File: src/common/ptd_pkg.sv
// Purpose: shared constants for the split bulk/control descriptor path
// Assumes: four 32-bit descriptor words, word 0 holds the valid bit
// Notes:   field positions are bit offsets inside their own word
package ptd_pkg;

  // descriptor words
  localparam int         DW_COUNT  = 4;
  localparam logic [1:0] DW0_IDX   = 2'h0;
  localparam logic [1:0] DW1_IDX   = 2'h1;
  localparam logic [1:0] DW2_IDX   = 2'h2;
  localparam logic [1:0] DW3_IDX   = 2'h3;
  // word 0 fields
  localparam int VALID_BIT = 0;
  localparam int TOTAL_LSB = 3;
  localparam int MPS_LSB   = 18;
  localparam int EP0_BIT   = 31;
  // word 1 fields
  localparam int EPHI_LSB  = 0;
  localparam int FUNC_LSB  = 3;
  localparam int TOKEN_LSB = 10;
  localparam int KIND_LSB  = 12;
  localparam int SPLIT_BIT = 14;
  localparam int SPEED_LSB = 16;
  localparam int PORT_LSB  = 18;
  localparam int HUB_LSB   = 25;
  // word 2 fields
  localparam int PTR_LSB   = 8;
  localparam int RL_LSB    = 25;
  // word 3 fields
  localparam int DONE_LSB  = 0;
  localparam int NAK_LSB   = 19;
  localparam int CERR_LSB  = 23;
  // bits that carry meaning; the rest are reserved
  localparam logic [31:0] DW0_USED = 32'h9FFF_FFF9;
  localparam logic [31:0] DW1_USED = 32'hFFFF_7FFF;
  localparam logic [31:0] DW2_USED = 32'h1EFF_FF00;
  localparam logic [31:0] DW3_USED = 32'h01F8_7FFF;
  // buffer memory window and pointer granule
  localparam logic [31:0] BUF_BASE  = 32'h0000_0400;
  localparam int          PTR_SHIFT = 3;
  // packet and counter limits
  localparam logic [10:0] FS_MAX_PACKET = 11'h040;
  localparam logic [1:0]  CERR_INIT     = 2'h3;
  // software register offsets
  localparam logic [7:0] REG_CTRL     = 8'h00;
  localparam logic [7:0] REG_DW0      = 8'h04;
  localparam logic [7:0] REG_DW1      = 8'h08;
  localparam logic [7:0] REG_DW2      = 8'h0C;
  localparam logic [7:0] REG_BUFADDR  = 8'h10;
  localparam logic [7:0] REG_STATUS   = 8'h14;
  localparam logic [7:0] REG_IRQ_STAT = 8'h18;
  localparam logic [7:0] REG_IRQ_MASK = 8'h1C;
  localparam logic [7:0] REG_RESULT   = 8'h20;
  // interrupt status bits
  localparam int IRQ_DONE_BIT = 0;
  localparam int IRQ_FAIL_BIT = 1;

  typedef enum logic [1:0] {
    TOK_OUT   = 2'b00,
    TOK_IN    = 2'b01,
    TOK_SETUP = 2'b10
  } token_t;

  typedef enum logic [1:0] {
    KIND_CTRL = 2'b00,
    KIND_BULK = 2'b10
  } kind_t;

  typedef enum logic [1:0] {
    SE_FULL = 2'b00,
    SE_LOW  = 2'b10
  } speed_t;

  typedef enum logic [1:0] {
    RSP_ACK  = 2'b00,
    RSP_NAK  = 2'b01,
    RSP_NYET = 2'b10,
    RSP_ERR  = 2'b11
  } rsp_t;

endpackage : ptd_pkg

File: src/common/ptd_if.sv
// Purpose: link between software register front end and descriptor engine
// Assumes: both ends on one clock
// Notes:   word writes are single-cycle strobes
`timescale 1ns/10ps
`default_nettype none
interface ptd_if (
  input wire logic clk
);
  logic        ptd_wr;     // write strobe for one descriptor word
  logic [1:0]  ptd_idx;    // word index
  logic [31:0] ptd_wdata;  // word value
  logic        ptd_active; // descriptor valid bit
  logic        ptd_done;   // pulse: descriptor completed normally
  logic        ptd_fail;   // pulse: descriptor ended by error or retries
  logic [31:0] ptd_result; // written-back word 3

  modport controller (
    input  ptd_wr, ptd_idx, ptd_wdata,
    output ptd_active, ptd_done, ptd_fail, ptd_result
  );

  modport software (
    output ptd_wr, ptd_idx, ptd_wdata,
    input  ptd_active, ptd_done, ptd_fail, ptd_result
  );
endinterface : ptd_if
`default_nettype wire

File: src/core/split_desc_engine.sv
// Purpose: executes one split bulk/control descriptor and writes it back
// Assumes: token and response ports are logic on the same clock
// Notes:   descriptor writes are ignored while a descriptor runs
//
// How it works
// write back bytes actually moved
// zero reload disables nak counting
// software loads nak counter equal reload
// software zeroes reload for split
// pointer is buffer address, 8-byte granule
// route split by hub and port
// speed code 10 low, 00 full
// split bit picks translator or direct
// kind 00 control, 10 bulk
// token 00 out, 01 in, 10 setup
// target function by device address
// endpoint number joined across two words
// packet length bounded by max packet
// total count bounds the buffer
// software sets valid when data ready
// clear valid at end or fatal error
// clear valid when nak counter empties
// error counter drains, nak restores it
// reserved bits ignored
`timescale 1ns/10ps
`default_nettype none
module split_desc_engine
  import ptd_pkg::*;
(
  input  wire logic           clk,
  input  wire logic           rst_n,
  ptd_if.controller           link,
  output var  logic           tok_req,
  output var  token_t         tok_pid,
  output var  logic [6:0]     tok_function,
  output var  logic [3:0]     tok_endpoint,
  output var  logic           tok_split,
  output var  logic [6:0]     tok_hub,
  output var  logic [6:0]     tok_port,
  output var  logic           tok_low_speed,
  output var  logic           tok_bulk,
  output var  logic [18:0]    tok_mem_addr,
  output var  logic [10:0]    tok_len,
  input  wire logic           rsp_valid,
  input  wire rsp_t           rsp_code,
  input  wire logic [10:0]    rsp_bytes
);

  typedef enum logic [1:0] {
    ST_IDLE  = 2'b00,
    ST_ISSUE = 2'b01,
    ST_WAIT  = 2'b10,
    ST_CLOSE = 2'b11
  } state_t;

  logic [31:0] mem_reg  [DW_COUNT];  // descriptor words
  logic [31:0] mem_next [DW_COUNT];
  state_t      state_reg, state_next;  // sequencer
  logic [14:0] count_reg, count_next;  // bytes moved so far
  logic [3:0]  nak_reg,   nak_next;    // live nak counter
  logic [1:0]  cerr_reg,  cerr_next;   // live error counter
  logic        fail_reg,  fail_next;   // ending was not normal
  logic        done_reg,  done_next;   // completion pulses
  logic        flt_reg,   flt_next;
  logic        req_next;
  token_t      pid_next;
  logic [6:0]  func_next, hub_next, port_next;
  logic [3:0]  ep_next;
  logic        split_next, low_next, bulk_next;
  logic [18:0] addr_next;
  logic [10:0] len_next;

  // descriptor fields as stored
  logic [10:0] mps;
  logic [14:0] total;
  logic [15:0] ptr;
  logic [3:0]  reload;
  logic [14:0] remain;
  logic [15:0] moved;

  // r19 reserved bits are never looked at
  always_comb begin
    mps    = mem_reg[DW0_IDX][MPS_LSB +: 11];
    total  = mem_reg[DW0_IDX][TOTAL_LSB +: 15];
    ptr    = mem_reg[DW2_IDX][PTR_LSB +: 16];
    reload = mem_reg[DW2_IDX][RL_LSB +: 4];
    remain = total - count_reg;
    moved  = {1'b0, count_reg} + {5'h00, rsp_bytes};
  end

  // next-state and datapath
  always_comb begin
    for (int i = 0; i < DW_COUNT; i++) begin
      mem_next[i] = mem_reg[i];
    end
    state_next = state_reg;
    count_next = count_reg;
    nak_next   = nak_reg;
    cerr_next  = cerr_reg;
    fail_next  = fail_reg;
    done_next  = 1'b0;
    flt_next   = 1'b0;
    req_next   = tok_req;
    pid_next   = tok_pid;
    func_next  = tok_function;
    ep_next    = tok_endpoint;
    split_next = tok_split;
    hub_next   = tok_hub;
    port_next  = tok_port;
    low_next   = tok_low_speed;
    bulk_next  = tok_bulk;
    addr_next  = tok_mem_addr;
    len_next   = tok_len;
    unique case (state_reg)
      ST_IDLE: begin
        // words are only taken while nothing runs
        if (link.ptd_wr) begin
          mem_next[link.ptd_idx] = link.ptd_wdata;
        end
        // r15 software arms the descriptor
        if (mem_reg[DW0_IDX][VALID_BIT]) begin
          // r10 token selects pid
          pid_next   = token_t'(mem_reg[DW1_IDX][TOKEN_LSB +: 2]);
          // r11 target function address
          func_next  = mem_reg[DW1_IDX][FUNC_LSB +: 7];
          // r12 endpoint reassembled
          ep_next    = {mem_reg[DW1_IDX][EPHI_LSB +: 3],
                        mem_reg[DW0_IDX][EP0_BIT]};
          // r8 split or direct
          split_next = mem_reg[DW1_IDX][SPLIT_BIT];
          // r6 hub routing
          hub_next   = mem_reg[DW1_IDX][HUB_LSB +: 7];
          port_next  = mem_reg[DW1_IDX][PORT_LSB +: 7];
          // r7 speed only for split
          low_next   = mem_reg[DW1_IDX][SPLIT_BIT] &&
                       (mem_reg[DW1_IDX][SPEED_LSB +: 2] == SE_LOW);
          // r9 endpoint kind decode
          bulk_next  = (mem_reg[DW1_IDX][KIND_LSB +: 2] == KIND_BULK);
          count_next = '0;
          nak_next   = mem_reg[DW3_IDX][NAK_LSB +: 4];
          cerr_next  = mem_reg[DW3_IDX][CERR_LSB +: 2];
          fail_next  = 1'b0;
          state_next = ST_ISSUE;
        end
      end
      ST_ISSUE: begin
        // r5 pointer scaled to bytes
        addr_next  = {ptr, 3'h0} + {4'h0, count_reg};
        // r13 packet bounded by max packet
        // r14 and by what is left of the buffer
        if ({4'h0, mps} < remain) begin
          len_next = mps;
        end else begin
          len_next = remain[10:0];
        end
        req_next   = 1'b1;
        state_next = ST_WAIT;
      end
      ST_WAIT: begin
        if (rsp_valid) begin
          req_next   = 1'b0;
          state_next = ST_ISSUE;
          unique case (rsp_code)
            RSP_ACK: begin
              // r1 count real bytes
              count_next = moved[14:0];
              // short packet or full buffer ends it
              if (rsp_bytes < tok_len || moved >= {1'b0, total}) begin
                state_next = ST_CLOSE;
              end
            end
            RSP_NAK: begin
              // r18 nak restores error counter
              cerr_next = mem_reg[DW3_IDX][CERR_LSB +: 2];
              // r2 zero reload: no counting
              if (reload != 4'h0) begin
                nak_next = nak_reg - 4'h1;
                // r17 retries exhausted
                if (nak_reg <= 4'h1) begin
                  nak_next   = 4'h0;
                  fail_next  = 1'b1;
                  state_next = ST_CLOSE;
                end
              end
            end
            RSP_NYET: begin
              // r18 nyet restores error counter
              cerr_next = mem_reg[DW3_IDX][CERR_LSB +: 2];
            end
            RSP_ERR: begin
              // r18 error counter drains
              cerr_next = cerr_reg - 2'h1;
              if (cerr_reg <= 2'h1) begin
                cerr_next  = 2'h0;
                fail_next  = 1'b1;
                state_next = ST_CLOSE;
              end
            end
          endcase
        end
      end
      ST_CLOSE: begin
        // r1 write back transferred count
        mem_next[DW3_IDX][DONE_LSB +: 15] = count_reg;
        mem_next[DW3_IDX][NAK_LSB +: 4]   = nak_reg;
        mem_next[DW3_IDX][CERR_LSB +: 2]  = cerr_reg;
        // r16 descriptor retired
        mem_next[DW0_IDX][VALID_BIT]      = 1'b0;
        done_next  = !fail_reg;
        flt_next   = fail_reg;
        state_next = ST_IDLE;
      end
    endcase
  end

  // register everything
  always_ff @(posedge clk or negedge rst_n) begin
    if (!rst_n) begin
      for (int i = 0; i < DW_COUNT; i++) begin
        mem_reg[i] <= 32'h0000_0000;
      end
      state_reg     <= ST_IDLE;
      count_reg     <= '0;
      nak_reg       <= '0;
      cerr_reg      <= '0;
      fail_reg      <= 1'b0;
      done_reg      <= 1'b0;
      flt_reg       <= 1'b0;
      tok_req       <= 1'b0;
      tok_pid       <= TOK_OUT;
      tok_function  <= '0;
      tok_endpoint  <= '0;
      tok_split     <= 1'b0;
      tok_hub       <= '0;
      tok_port      <= '0;
      tok_low_speed <= 1'b0;
      tok_bulk      <= 1'b0;
      tok_mem_addr  <= '0;
      tok_len       <= '0;
    end else begin
      for (int i = 0; i < DW_COUNT; i++) begin
        mem_reg[i] <= mem_next[i];
      end
      state_reg     <= state_next;
      count_reg     <= count_next;
      nak_reg       <= nak_next;
      cerr_reg      <= cerr_next;
      fail_reg      <= fail_next;
      done_reg      <= done_next;
      flt_reg       <= flt_next;
      tok_req       <= req_next;
      tok_pid       <= pid_next;
      tok_function  <= func_next;
      tok_endpoint  <= ep_next;
      tok_split     <= split_next;
      tok_hub       <= hub_next;
      tok_port      <= port_next;
      tok_low_speed <= low_next;
      tok_bulk      <= bulk_next;
      tok_mem_addr  <= addr_next;
      tok_len       <= len_next;
    end
  end

  // status toward software, all from flops
  assign link.ptd_active = mem_reg[DW0_IDX][VALID_BIT];
  assign link.ptd_result = mem_reg[DW3_IDX];
  assign link.ptd_done   = done_reg;
  assign link.ptd_fail   = flt_reg;

endmodule : split_desc_engine
`default_nettype wire

File: src/flat_wrapper.sv
// flat-port wrapper written by rule: the top's interface ports become plain ports
module split_desc_engine_flat import ptd_pkg::*;
  (clk, rst_n, tok_req, tok_pid, tok_function, tok_endpoint, tok_split, tok_hub, tok_port, tok_low_speed, tok_bulk, tok_mem_addr, tok_len, rsp_valid, rsp_code, rsp_bytes, link_ptd_wr, link_ptd_idx, link_ptd_wdata, link_ptd_active, link_ptd_done, link_ptd_fail, link_ptd_result);
  ptd_if link_i (.clk(clk));
  input  wire logic clk;
  input  wire logic rst_n;
  output var  logic tok_req;
  output var  token_t tok_pid;
  output var  logic [6:0] tok_function;
  output var  logic [3:0] tok_endpoint;
  output var  logic tok_split;
  output var  logic [6:0] tok_hub;
  output var  logic [6:0] tok_port;
  output var  logic tok_low_speed;
  output var  logic tok_bulk;
  output var  logic [18:0] tok_mem_addr;
  output var  logic [10:0] tok_len;
  input  wire logic rsp_valid;
  input  wire rsp_t rsp_code;
  input  wire logic [10:0] rsp_bytes;
  input wire logic [$bits(link_i.ptd_wr)-1:0] link_ptd_wr;
  input wire logic [$bits(link_i.ptd_idx)-1:0] link_ptd_idx;
  input wire logic [$bits(link_i.ptd_wdata)-1:0] link_ptd_wdata;
  output wire logic [$bits(link_i.ptd_active)-1:0] link_ptd_active;
  output wire logic [$bits(link_i.ptd_done)-1:0] link_ptd_done;
  output wire logic [$bits(link_i.ptd_fail)-1:0] link_ptd_fail;
  output wire logic [$bits(link_i.ptd_result)-1:0] link_ptd_result;
  assign link_i.ptd_wr = link_ptd_wr;
  assign link_i.ptd_idx = link_ptd_idx;
  assign link_i.ptd_wdata = link_ptd_wdata;
  assign link_ptd_active = link_i.ptd_active;
  assign link_ptd_done = link_i.ptd_done;
  assign link_ptd_fail = link_i.ptd_fail;
  assign link_ptd_result = link_i.ptd_result;
  split_desc_engine u_core (.clk(clk), .rst_n(rst_n), .link(link_i), .tok_req(tok_req), .tok_pid(tok_pid), .tok_function(tok_function), .tok_endpoint(tok_endpoint), .tok_split(tok_split), .tok_hub(tok_hub), .tok_port(tok_port), .tok_low_speed(tok_low_speed), .tok_bulk(tok_bulk), .tok_mem_addr(tok_mem_addr), .tok_len(tok_len), .rsp_valid(rsp_valid), .rsp_code(rsp_code), .rsp_bytes(rsp_bytes));
endmodule
File: config.mk
export PLATFORM = sky130hd
export DESIGN_NAME = split_desc_engine_flat
export DESIGN_NICKNAME = d
export VERILOG_FILES = /design/src/common/ptd_pkg.sv /design/src/common/ptd_if.sv /design/src/core/split_desc_engine.sv /design/src/flat_wrapper.sv
export SDC_FILE = /design/constraint.sdc
export NUM_CORES = 1
export LEC_CHECK = 0
export ABC_AREA = 1
export BUFFER_PORTS_ARGS = -buffer_cell sky130_fd_sc_hd__buf_4
export CAP_MARGIN = 25
export CORE_MARGIN = 5
export CORE_UTILIZATION = 43
export CTS_CLUSTER_SIZE = 16
export DETAILED_ROUTE_END_ITERATION = 10
export SLEW_MARGIN = 25
export SYNTH_ARGS = -nofsm -noshare
export SYNTH_HDL_FRONTEND = slang
export SYNTH_SLANG_ARGS = --single-unit
File: constraint.sdc
create_clock -name clk -period 2.95 [get_ports clk]
set_clock_uncertainty 0.2 [all_clocks]
set_input_delay 0.1475 -clock clk [delete_from_list [all_inputs] [get_ports clk]]
set_output_delay 0.1475 -clock clk [all_outputs]
set_load 0.05 [all_outputs]
==> flow_summary.yaml, run 1 <==
worst_setup_path:
  r2r_slack_ns: -0.17
  start_kind: "flip-flop"
  crit_start: "u_core.mem_reg[99]"
  reg2reg_depth: 21
  critPathCaptureType: "flip-flop"
  crit_required_ns: 3.08
  path_max_fanout: 6
  crit_type: "flip-flop to flip-flop"
  cp_data_arrival_time_ns: 3.26
  worstReg2RegEnd: "u_core.tok_len[0]"
  r2r-start: "u_core.mem_reg[99]"
sta:
  tightest_slew_ns: 0.710
  worst_hold_slack_ns: 0.0290
  period_needed_ns: 3.12
  post-route-period-util: 1.06
  relSlewSlack: 0.526
  tns_ns: -1.80
  rsz0062_at_grt: "true"
  finalMaxSlewViolations: 0
  setup_ws_ns: -0.173
  fmax_ghz: 0.320
  hold_viol_final: 0
  setup_viol: 12
global_routing:
  overflow: 0
  grt_pass1_wl_um: 50500
  grt_antenna_before_repair: 1
  grt_pass1_vias: 9394
  grt_usage: 0.221
  grt_max_degree: 67
finish:
  design_area_mm2: 0.0142
  final_cells: 1919
  largest_reg_flops: 78
  n_fill_cell: 2345
  drive_gt1_frac: 0.220
  fin_nets: 1707
  final_core_util: 0.566
  synthToLayoutAreaGrowth_pct: 30.0
cts:
  path_clk_slew_ns: 0.08
  cts-root-buf: "clkbuf_16"
  htree_levels: 4
  clkLatencyLatePin_ns: 0.45
  tritoncts: "done"
  cts_buffers: 17
  cts.sinks: 198
  cts.path.max_buffers: 2
pwr:
  leakage_nw: 7.41
  power_density_mw_per_mm2: 1330
  vdd_ir_drop_max_mv: 0.690
  p_total_mw: 18.9
placed_design:
  place.gp.congestion: 0.897
  port_buffers: 146
  dpl_cell_area_mm2: 0.0128
  place_inst: 1834
  dpl.hpwl_um: 23600
  place_ws_ns: -0.252
die:
  ioPinCount: 147
  num_rows: 58
  fp.dieArea_mm2: 0.0286
  core_area_mm2: 0.0250
  die-width_um: 169
  start_util: 0.435
  die_h_um: 169
yosys:
  synth_top_cell_by_area: "dfrtp_1"
  netlist.area_leader.share: 0.455
  synth_cells: 1339
  avgSynthCellArea_um2: 8.14
  synth-seq-cells: 198
  syn_area_mm2: 0.0109
  synthDistinctLibCells: 42
  yosys_warnings: 0
  synthesis.nets: 1471
  yosysSeqAreaShare: 0.455
  synth_area_leaders: "dfrtp_1, nand2_1, ha_1"
route:
  first_iter_violations: 733
  drt_pass1_iterations: 6
  wl_per_cell_um: 16.2
  postRouteAntennaNets: 0
  num_vias: 9529
  vias_per_cell: 4.97
  routed_wl_um: 31000
  drcViolationCount: 0
run_status:
  outcome: "finished, violations left"
  violations: "setup timing"
worst_hold_path:
  holdPathEnd: "u_core.state_reg[1]"
  min_from: "rsp_code[0]"
  hp-class: "primary input to flip-flop"
  worstHoldPathCells: 6
job:
  maxCapViolCount: 0
==> worst max path at each step <==
| stage | endpoint | cells past startpoint |
|---|---|---|
| global route | u_core.tok_len[0] | 21 |
| detailed placement | u_core.tok_len[8] | 20 |
| floorplan | u_core.tok_len[6] | 21 |
| global placement | u_core.tok_len[1] | 21 |
| finish | u_core.tok_len[0] | 21 |
| CTS | u_core.tok_len[3] | 20 |
==> power by group <==
part | switching (mW) | internal [mW]
logic | 7.02 | 4.57
clock network | 1.26 | 1.26
registers | 0.895 | 3.88
==> cells by family (layout without fill, tap and decap cells) <==
family | Yosys count | in the layout | synth area share
other | 0 | 1 | 0
and+or+nand+nor | 519 | 520 | 0.195
adders and majority gates | 81 | 81 | 0.0951
AOI/OAI and AO/OA | 264 | 264 | 0.132
xor gates and xnor gates | 29 | 29 | 0.0233
DFF | 198 | 198 | 0.455
buffers and inverters | 246 | 494 | 0.0974
muxes | 2 | 2 | 0.00207
==> layout by cell type, fill, tap and decap left out, types with 3 or more instances in the layout <==
cell             n
dfrtp_1        198
nand3_2          7
o22ai_1          5
nand3_1         37
ha_1            69
nor3_1           6
nand3b_1         4
inv_8            3
a21o_1           4
dlygate4sd3_1   41
nand4_1         20
a21oi_1         45
nand2_2         15
ha_4             7
buf_12           3
a21oi_2          6
o21ai_1         15
o211ai_1         3
o21ai_0        147
clkinv_8         6
buf_4          245
nor2_2           4
nand2_1        375
buf_6            3
inv_2            3
xor2_1          18
inv_1          163
xnor2_1          9
a22oi_1         21
a31oi_1          4
clkbuf_16       17
nor2_1          40
a211oi_1         3
==> critical path: stages (launching register included) <==
cell,delay (ns)
dfrtp_1,0.39
inv_1,0.06
ha_2,0.16
inv_2,0.05
fa_2,0.40
nand3_2,0.07
nand2_2,0.07
nand2_2,0.09
nand2_4,0.07
inv_4,0.07
nor2_2,0.04
o21ai_2,0.14
nand2_2,0.09
ha_4,0.29
inv_4,0.04
nor3_2,0.15
o21ai_1,0.09
nand2_2,0.16
buf_6,0.15
nand4_1,0.09
nand3_1,0.11
nand2_1,0.05
==> repair_timing <==
| item | 4_1_cts | 5_1_grt |
|---|---|---|
| pin swaps | 31 | 29 |
| gates cloned | 1 | 0 |
| gates resized for setup | 38 | 23 |
| endpoints found under the setup margin | 12 | 13 |
| buffers inserted | 9 | 1 |
| endpoints found under the hold margin | 313 | 0 |
| hold buffers | 41 | 0 |
==> synthesized netlist by cell type, drive strengths merged <==
library cell,instances
o211ai,3
o21a,2
clkbuf,38
xor2,19
nor2,45
nand3,45
nand4,20
ha,78
clkinv,1
or4,1
or2,2
nor3,8
mux2,2
a31oi,4
o21ai,164
nand2,391
dfrtp,198
o22ai,5
a211oi,4
nand3b,4
a21boi,2
nor4,1
inv,168
a21o,4
fa,3
a21oi,52
and3,1
a22oi,21
o221ai,1
buf,39
xnor2,10
nor3b,1
o31ai,2
==> metal layers <==
metal / routed length [um] / track usage
met5: 0 / 0
met4: 357 / 0.0354
met3: 1460 / 0.0408
met2: 14900 / 0.371
met1: 14300 / 0.308
==> cell type report <==
| cell class | count | area (um^2) | area share |
|---|---|---|---|
| sequential | 198 | 4950 | 0.350 |
| multi-input combinational | 896 | 5150 | 0.364 |
| inverter | 169 | 639 | 0.0451 |
| tap | 330 | 413 | 0.0291 |
| clock inverter | 15 | 220 | 0.0155 |
| antenna | 1 | 2.50 | 0.000177 |
| timing repair buffer | 293 | 2360 | 0.166 |
| clock buffer | 17 | 425 | 0.0300 |
No activity file was read; power rests on OpenSTA's default activity.
==> run 2, diff against run 1 <==
Settings changed: ABC_AREA 1 to unset, PLACE_DENSITY set to 0.65.
==> run 2 against run 1 <==
Compared with the run above: the flow still finishes with violations (setup timing); setup slack got worse by 0.78 ns; sequential power barely moved; via count fell by 11%; sequential share of layout area rose by 1.1 points; combinational power fell by 7%; register-to-register slack got worse by 0.78 ns; first-iteration DRC count fell by 25%; hold slack improved by 0.0092 ns; sequential cell count did not move; global-route usage fell by 0.88 points; power fell by 5.0%; die area fell by 2.7%; critical endpoint is now u_core.state_reg[1]; highest routed layer unchanged.
==> flow_summary.yaml, run 2 <==
run_status:
  outcome: "finished, violations left"
  violations: "setup timing"
yosys:
  synth_top_cell_by_area: "dfrtp_1"
  synth_simple_gate_area_frac: 0.129
  yosysMostFrequentCell: "nand2_1"
  synth_adder_area_share: 0.0979
  synth_top_family_by_area: "compound AO/OA/AOI/OAI gates"
  synth_area_leaders: "dfrtp_1, ha_1, nand2_1"
  avgSynthCellArea_um2: 9.97
  synth_compound_area_frac: 0.136
  synth_edf_count: 0
  synth_top_cells_by_count: "nand2_1, dfrtp_1, ha_1"
  synth_cells: 1061
  yosysSeqAreaShare: 0.468
  synth_xor_area_frac: 0.0281
  yosys_warnings: 0
  synthDistinctLibCells: 64
  syn_area_mm2: 0.0106
  async_reset_ff_frac: 1.00
  ys.flop_type: "dfrtp_1"
  synth-seq-cells: 198
  netlist.area_leader.share: 0.468
  synthesis.nets: 1193
  synth_mux_area_frac: 0.0760
die:
  fp.dieArea_mm2: 0.0278
  die-width_um: 167
  start_util: 0.436
  die_h_um: 167
  ioPinCount: 147
  core_area_mm2: 0.0242
  num_rows: 57
pwr:
  cell_internal_pwr_mw: 9.76
  leakage_nw: 6.78
  switching_share: 0.455
  power_density_mw_per_mm2: 1300
  p_switching_mw: 8.17
  p_seq_frac: 0.267
  vdd_ir_drop_max_mv: 0.650
  pwr-share-clk: 0.130
  p_comb_frac: 0.603
global_routing:
  grt_usage: 0.213
  grt_util_met2: 0.346
  use_met3: 0.0514
  grt_pass1_wl_um: 47500
  grt_pass1_vias: 8793
  overflow: 0
  grt-busiest-layer: "met2"
  use_met1: 0.289
  grt_antenna_before_repair: 0
  grt_max_degree: 53
sta:
  period_needed_ns: 3.90
  finalMaxSlewViolations: 0
  tightest_slew_ns: 0.814
  setup_ws_ns: -0.948
  setup_viol: 12
  worst_hold_slack_ns: 0.0382
  fmax_ghz: 0.257
  post-route-period-util: 1.32
  hold_viol_final: 0
  rsz0062_at_grt: "true"
  relSlewSlack: 0.455
route:
  num_vias: 8517
  postRouteAntennaNets: 0
  drt_pass1_iterations: 5
  first_iter_violations: 551
  routed_wl_um: 29600
  wl_per_cell_um: 18.1
  vias_per_cell: 5.20
  drcViolationCount: 0
cts:
  cts_buffers: 17
  path_clk_slew_ns: 0.08
  htree_levels: 4
  cts.sinks: 198
  clkLatencyLatePin_ns: 0.43
  cts.path.max_buffers: 2
  tritoncts: "done"
  cts-root-buf: "clkbuf_16"
worst_setup_path:
  start_kind: "flip-flop"
  r2r_slack_ns: -0.95
  slowest_stage: "dfrtp_1"
  cp_data_arrival_time_ns: 3.97
  path_cells: "ha_1, a21o_1, a21oi_2, o21a_1, o21ai_2, a41o_1, o41a_1, buf_4, xnor2_1, ha_1, a21oi_2, nor2_1, nor4_1, o211ai_1, a221oi_2, o21a_1, o21ai_1"
  crit_start: "u_core.count_reg[1]"
  critPathMaxStageDelay_ns: 0.40
  r2r-start: "u_core.count_reg[1]"
  crit_required_ns: 3.03
  critPathCaptureType: "flip-flop"
  path_max_fanout: 4
  crit_type: "flip-flop to flip-flop"
placed_design:
  place.gp.congestion: 0.871
  dpl.hpwl_um: 21900
  port_buffers: 146
finish:
  antenna_cells: 0
  final_core_util: 0.567
  largest_reg_flops: 78
  n_fill_cell: 2124
  mostFrequentLayoutCell: "buf_4"
  synthToLayoutAreaGrowth_pct: 29.9
  drive_gt1_frac: 0.310
  final_cell_mix: "buf_4, nand2_1, dfrtp_1"
  fin_nets: 1434
worst_hold_path:
  min_from: "link_ptd_idx[1]"
  hp-class: "primary input to flip-flop"
job:
  maxCapViolCount: 0
==> run 2: cell types whose count changed in the layout (fill, tap and decap cells not counted), sizes merged, moves of 15 or more <==
cell | before | now
o21ai | 164 | 79
mux2 | 2 | 67
nand2b | 0 | 15
a21oi | 52 | 30
nand3 | 46 | 12
inv | 175 | 84
nand2 | 391 | 204
==> run 2: cells by family (layout without fill, tap and decap cells) <==
kind of cell             count (synthesis)  in the layout
flip-flops                             198            198
multiplexers                            72             72
AO/OA/AOI/OAI                          214            214
XOR/XNOR                                34             34
AND/OR/NAND/NOR                        315            316
adder cells (fa/ha/maj)                 81             81
buffers and inverters                  147            400
==> run 2: cell type report <==
class	count	area [um^2]	share of cell area
multi-input cells	717	5160	0.376
flip-flops and latches	198	4950	0.361
repair buffers	291	2340	0.170
clock buffers	18	429	0.0312
well taps	324	405	0.0295
inverters	77	294	0.0214
clock inverters	14	159	0.0116
==> run 2: worst paths after layout <==
kind                                         endpoint  cells after the start
max                               u_core.state_reg[1]                     17
min                               u_core.mem_reg[101]                      4
max reg2reg                       u_core.state_reg[1]                     17
min reg2reg                      u_core.link.ptd_done                      1
max in group asynchronous  u_core.link.ptd_result[17]                      3
min in group asynchronous           u_core.tok_len[4]                      2
==> run 2: routing by layer <==
metal | wire length [um] | vias to the layer above
met1 | 13400 | 4198
met5 | 0 | -
met3 | 1750 | 27
met2 | 14000 | 194
li1 | - | 4098
met4 | 493 | 0
==> run 2: what timing repair did <==
action                                 4_1_cts  5_1_grt
resized for setup                           10       34
cloned                                       1        0
setup buffers                                9        6
setup endpoints to repair                   12       22
hold buffers                                35        0
pin swaps                                   11       32
endpoints found under the hold margin      295        0
==> run 2: worst max-delay path: cells and delay by family (launching register included) <==
kind / cells / cell delay, ns
simple gates: 2 / 0.33
xor+xnor: 1 / 0.13
compound gates: 11 / 1.91
buf+inv: 1 / 0.17
flops: 1 / 0.40
fa+ha+maj: 2 / 0.61
==> run 2: stage by stage <==
step	TNS [ns]	std cells	area [um^2]	setup WS (ns)	power [mW]
6_report	-9.56	1639	13700	-0.948	17.9
5_1_grt	-11.89	1639	13700	-1.12	19.2
4_1_cts	-9.56	1634	13600	-0.915	17.7
3_5_place_dp	-9.60	1557	12500	-0.912	14.8
3_3_place_gp	-8.58	1557	12500	-0.819	14.6
2_1_floorplan	-6.00	1061	10600	-0.671	11.5
==> run 2: power by group through the flow <==
stage / Sequential, mW / Combinational (mW) / Clock (mW)
3_5_place_dp: 4.79 / 9.96 / 0
6_report: 4.78 / 10.8 / 2.33
4_1_cts: 4.76 / 10.5 / 2.40
3_3_place_gp: 4.76 / 9.81 / 0
2_1_floorplan: 5.91 / 5.57 / 0
5_1_grt: 4.94 / 11.7 / 2.49
==> run 3, diff against run 2 <==
Settings changed: CORE_MARGIN 5 to 2.
==> run 3 against run 2 <==
Compared with the run above: the flow still finishes with violations (setup timing); clock-buffer cell count up 2; cell count grew 0.37%; design area grew 0.28%; utilization grew 0.16 points; first-iteration DRC count is 4.2% higher; sequential share of layout area down 0.10 points; sequential cell count did not move; global-route usage rose by 1.9 points; non-clock buffer count grew 6; largest power group unchanged; maximum frequency up 2.3%.
==> flow_summary.yaml, run 3 (synthesized netlist as in run 2, its figures left out) <==
worst_hold_path:
  holdPathEnd: "u_core.count_reg[0]"
  min_from: "rsp_bytes[0]"
  hp-class: "primary input to flip-flop"
  worstHoldPathCells: 4
sta:
  tightest_slew_ns: 0.745
  period_needed_ns: 3.81
  fmax_ghz: 0.263
  setup_viol: 12
  post-route-period-util: 1.29
  tns_ns: -9.41
  relSlewSlack: 0.503
  hold_viol_final: 0
  rsz0062_at_grt: "true"
  setup_ws_ns: -0.859
  finalMaxSlewViolations: 0
finish:
  drive_gt1_frac: 0.312
  antenna_cells: 0
  largest_reg_flops: 78
  design_area_mm2: 0.0138
  regArea_mm2: 0.00495
  final_core_util: 0.568
  fin_nets: 1440
  mostFrequentLayoutCell: "buf_4"
  final_cell_mix: "buf_4, nand2_1, dfrtp_1"
  synthToLayoutAreaGrowth_pct: 30.3
  n_fill_cell: 2156
  final_cells: 1645
  multiInputGateArea_mm2: 0.00519
global_routing:
  use_met1: 0.318
  grt_max_degree: 84
  grt_antenna_before_repair: 0
  grt_pass1_vias: 8619
  grt_usage: 0.232
  use_met3: 0.0457
  grt_util_met2: 0.371
  overflow: 0
  grt_pass1_wl_um: 46600
  grt-busiest-layer: "met2"
die:
  ioPinCount: 147
  die_h_um: 161
  fp.dieArea_mm2: 0.0259
  start_util: 0.436
  die-width_um: 161
  core_area_mm2: 0.0242
  num_rows: 57
pwr:
  pwr-share-clk: 0.123
  power_density_mw_per_mm2: 1290
  leakage_nw: 6.78
  switching_share: 0.456
  p_switching_mw: 8.12
  cell_internal_pwr_mw: 9.70
  p_comb_frac: 0.610
  vdd_ir_drop_max_mv: 0.762
  p_seq_frac: 0.268
route:
  postRouteAntennaNets: 0
  vias_per_cell: 5.17
  wl_per_cell_um: 17.8
  num_vias: 8509
  first_iter_violations: 574
  drt_pass1_iterations: 5
  routed_wl_um: 29300
  drcViolationCount: 0
run_status:
  violations: "setup timing"
  outcome: "finished, violations left"
placed_design:
  place_inst: 1557
  place_ws_ns: -0.963
  dpl.hpwl_um: 21500
  port_buffers: 146
  dpl_cell_area_mm2: 0.0125
  place.gp.congestion: 0.819
cts:
  cts.path.max_buffers: 2
  cts.sinks: 198
  cts-root-buf: "clkbuf_16"
  tritoncts: "done"
  htree_levels: 4
  cts_buffers: 17
  path_clk_slew_ns: 0.07
  clkLatencyLatePin_ns: 0.43
worst_setup_path:
  reg2reg_depth: 17
  crit_required_ns: 3.04
  r2r-start: "u_core.count_reg[1]"
  worstReg2RegEnd: "u_core.state_reg[1]"
  cp_data_arrival_time_ns: 3.90
  crit_type: "flip-flop to flip-flop"
  path_max_fanout: 4
  critPathCaptureType: "flip-flop"
  start_kind: "flip-flop"
  r2r_slack_ns: -0.86
job:
  maxCapViolCount: 0
==> run 3: changes by cell type in the layout (fill, tap and decap cells not counted), moves of 2 or more <==
cell / previous run / this run
nor2b_1: 4 / 6
buf_12: 3 / 5
clkbuf_1: 1 / 3
clkinvlp_4: 1 / 5
dlygate4sd3_1: 35 / 37
clkinv_8: 2 / 0
buf_4: 246 / 249
inv_6: 6 / 2
==> run 3: worst max-delay path by stage <==
stage	end	cells after the start	slack, ns	start
4_1_cts	u_core.state_reg[1]	20	-0.96	u_core.count_reg[0]
5_1_grt	u_core.state_reg[1]	17	-1.11	u_core.count_reg[1]
3_3_place_gp	u_core.state_reg[1]	17	-0.84	u_core.count_reg[1]
6_report	u_core.state_reg[1]	17	-0.86	u_core.count_reg[1]
3_5_place_dp	u_core.state_reg[1]	17	-0.96	u_core.count_reg[1]
2_1_floorplan	u_core.state_reg[1]	17	-0.67	u_core.count_reg[1]
==> run 3: critical path, cell delays in order (launching register included) <==
cell,delay (ns)
dfrtp_1,0.41
ha_1,0.28
a21o_1,0.18
a21oi_2,0.16
o21a_1,0.15
o21ai_1,0.09
a41o_1,0.22
o41a_1,0.36
buf_4,0.17
xnor2_1,0.12
ha_1,0.29
a21oi_1,0.14
nor2_1,0.06
nor4_2,0.25
o211ai_1,0.14
a221oi_2,0.27
o21a_1,0.14
o21ai_1,0.05
==> run 3: through the flow <==
step | hold WS, ns | power (mW)
after global placement | 0.0541 | 14.5
after floorplan | -0.348 | 11.5
after CTS | 0.0233 | 17.5
after global routing | 0.0545 | 19.1
after detailed placement | 0.0556 | 14.7
final | 0.0356 | 17.8
==> run 3: layout make-up <==
class                   instances  area share
repair buffers                297       0.175
well taps                     324      0.0294
clock buffers                  20      0.0317
inverters                      77      0.0210
multi-input cells             717       0.377
clock inverters                12     0.00699
flip-flops and latches        198       0.360
==> run 3: repair_timing <==
| item | in CTS | in global routing |
|---|---|---|
| hold buffers | 37 | 0 |
| gates cloned | 1 | 0 |
| buffers inserted | 13 | 5 |
| gates resized for setup | 14 | 28 |
| pin swaps | 16 | 12 |
| endpoints found under the hold margin | 195 | 0 |
| setup endpoints to repair | 14 | 21 |
==> run 3: power groups by stage <==
stage | Combinational [mW] | Sequential [mW] | Clock [mW]
after CTS | 10.5 | 4.75 | 2.23
after detailed placement | 9.92 | 4.79 | 0
after global placement | 9.76 | 4.75 | 0
after floorplan | 5.57 | 5.91 | 0
after global routing | 11.8 | 4.92 | 2.34
final | 10.9 | 4.77 | 2.19
==> run 3: layer usage <==
metal | routed length, um | part of all wire
met5 | 0 | 0
met4 | 754 | 0.026
met3 | 1610 | 0.055
met2 | 13600 | 0.46
met1 | 13300 | 0.45
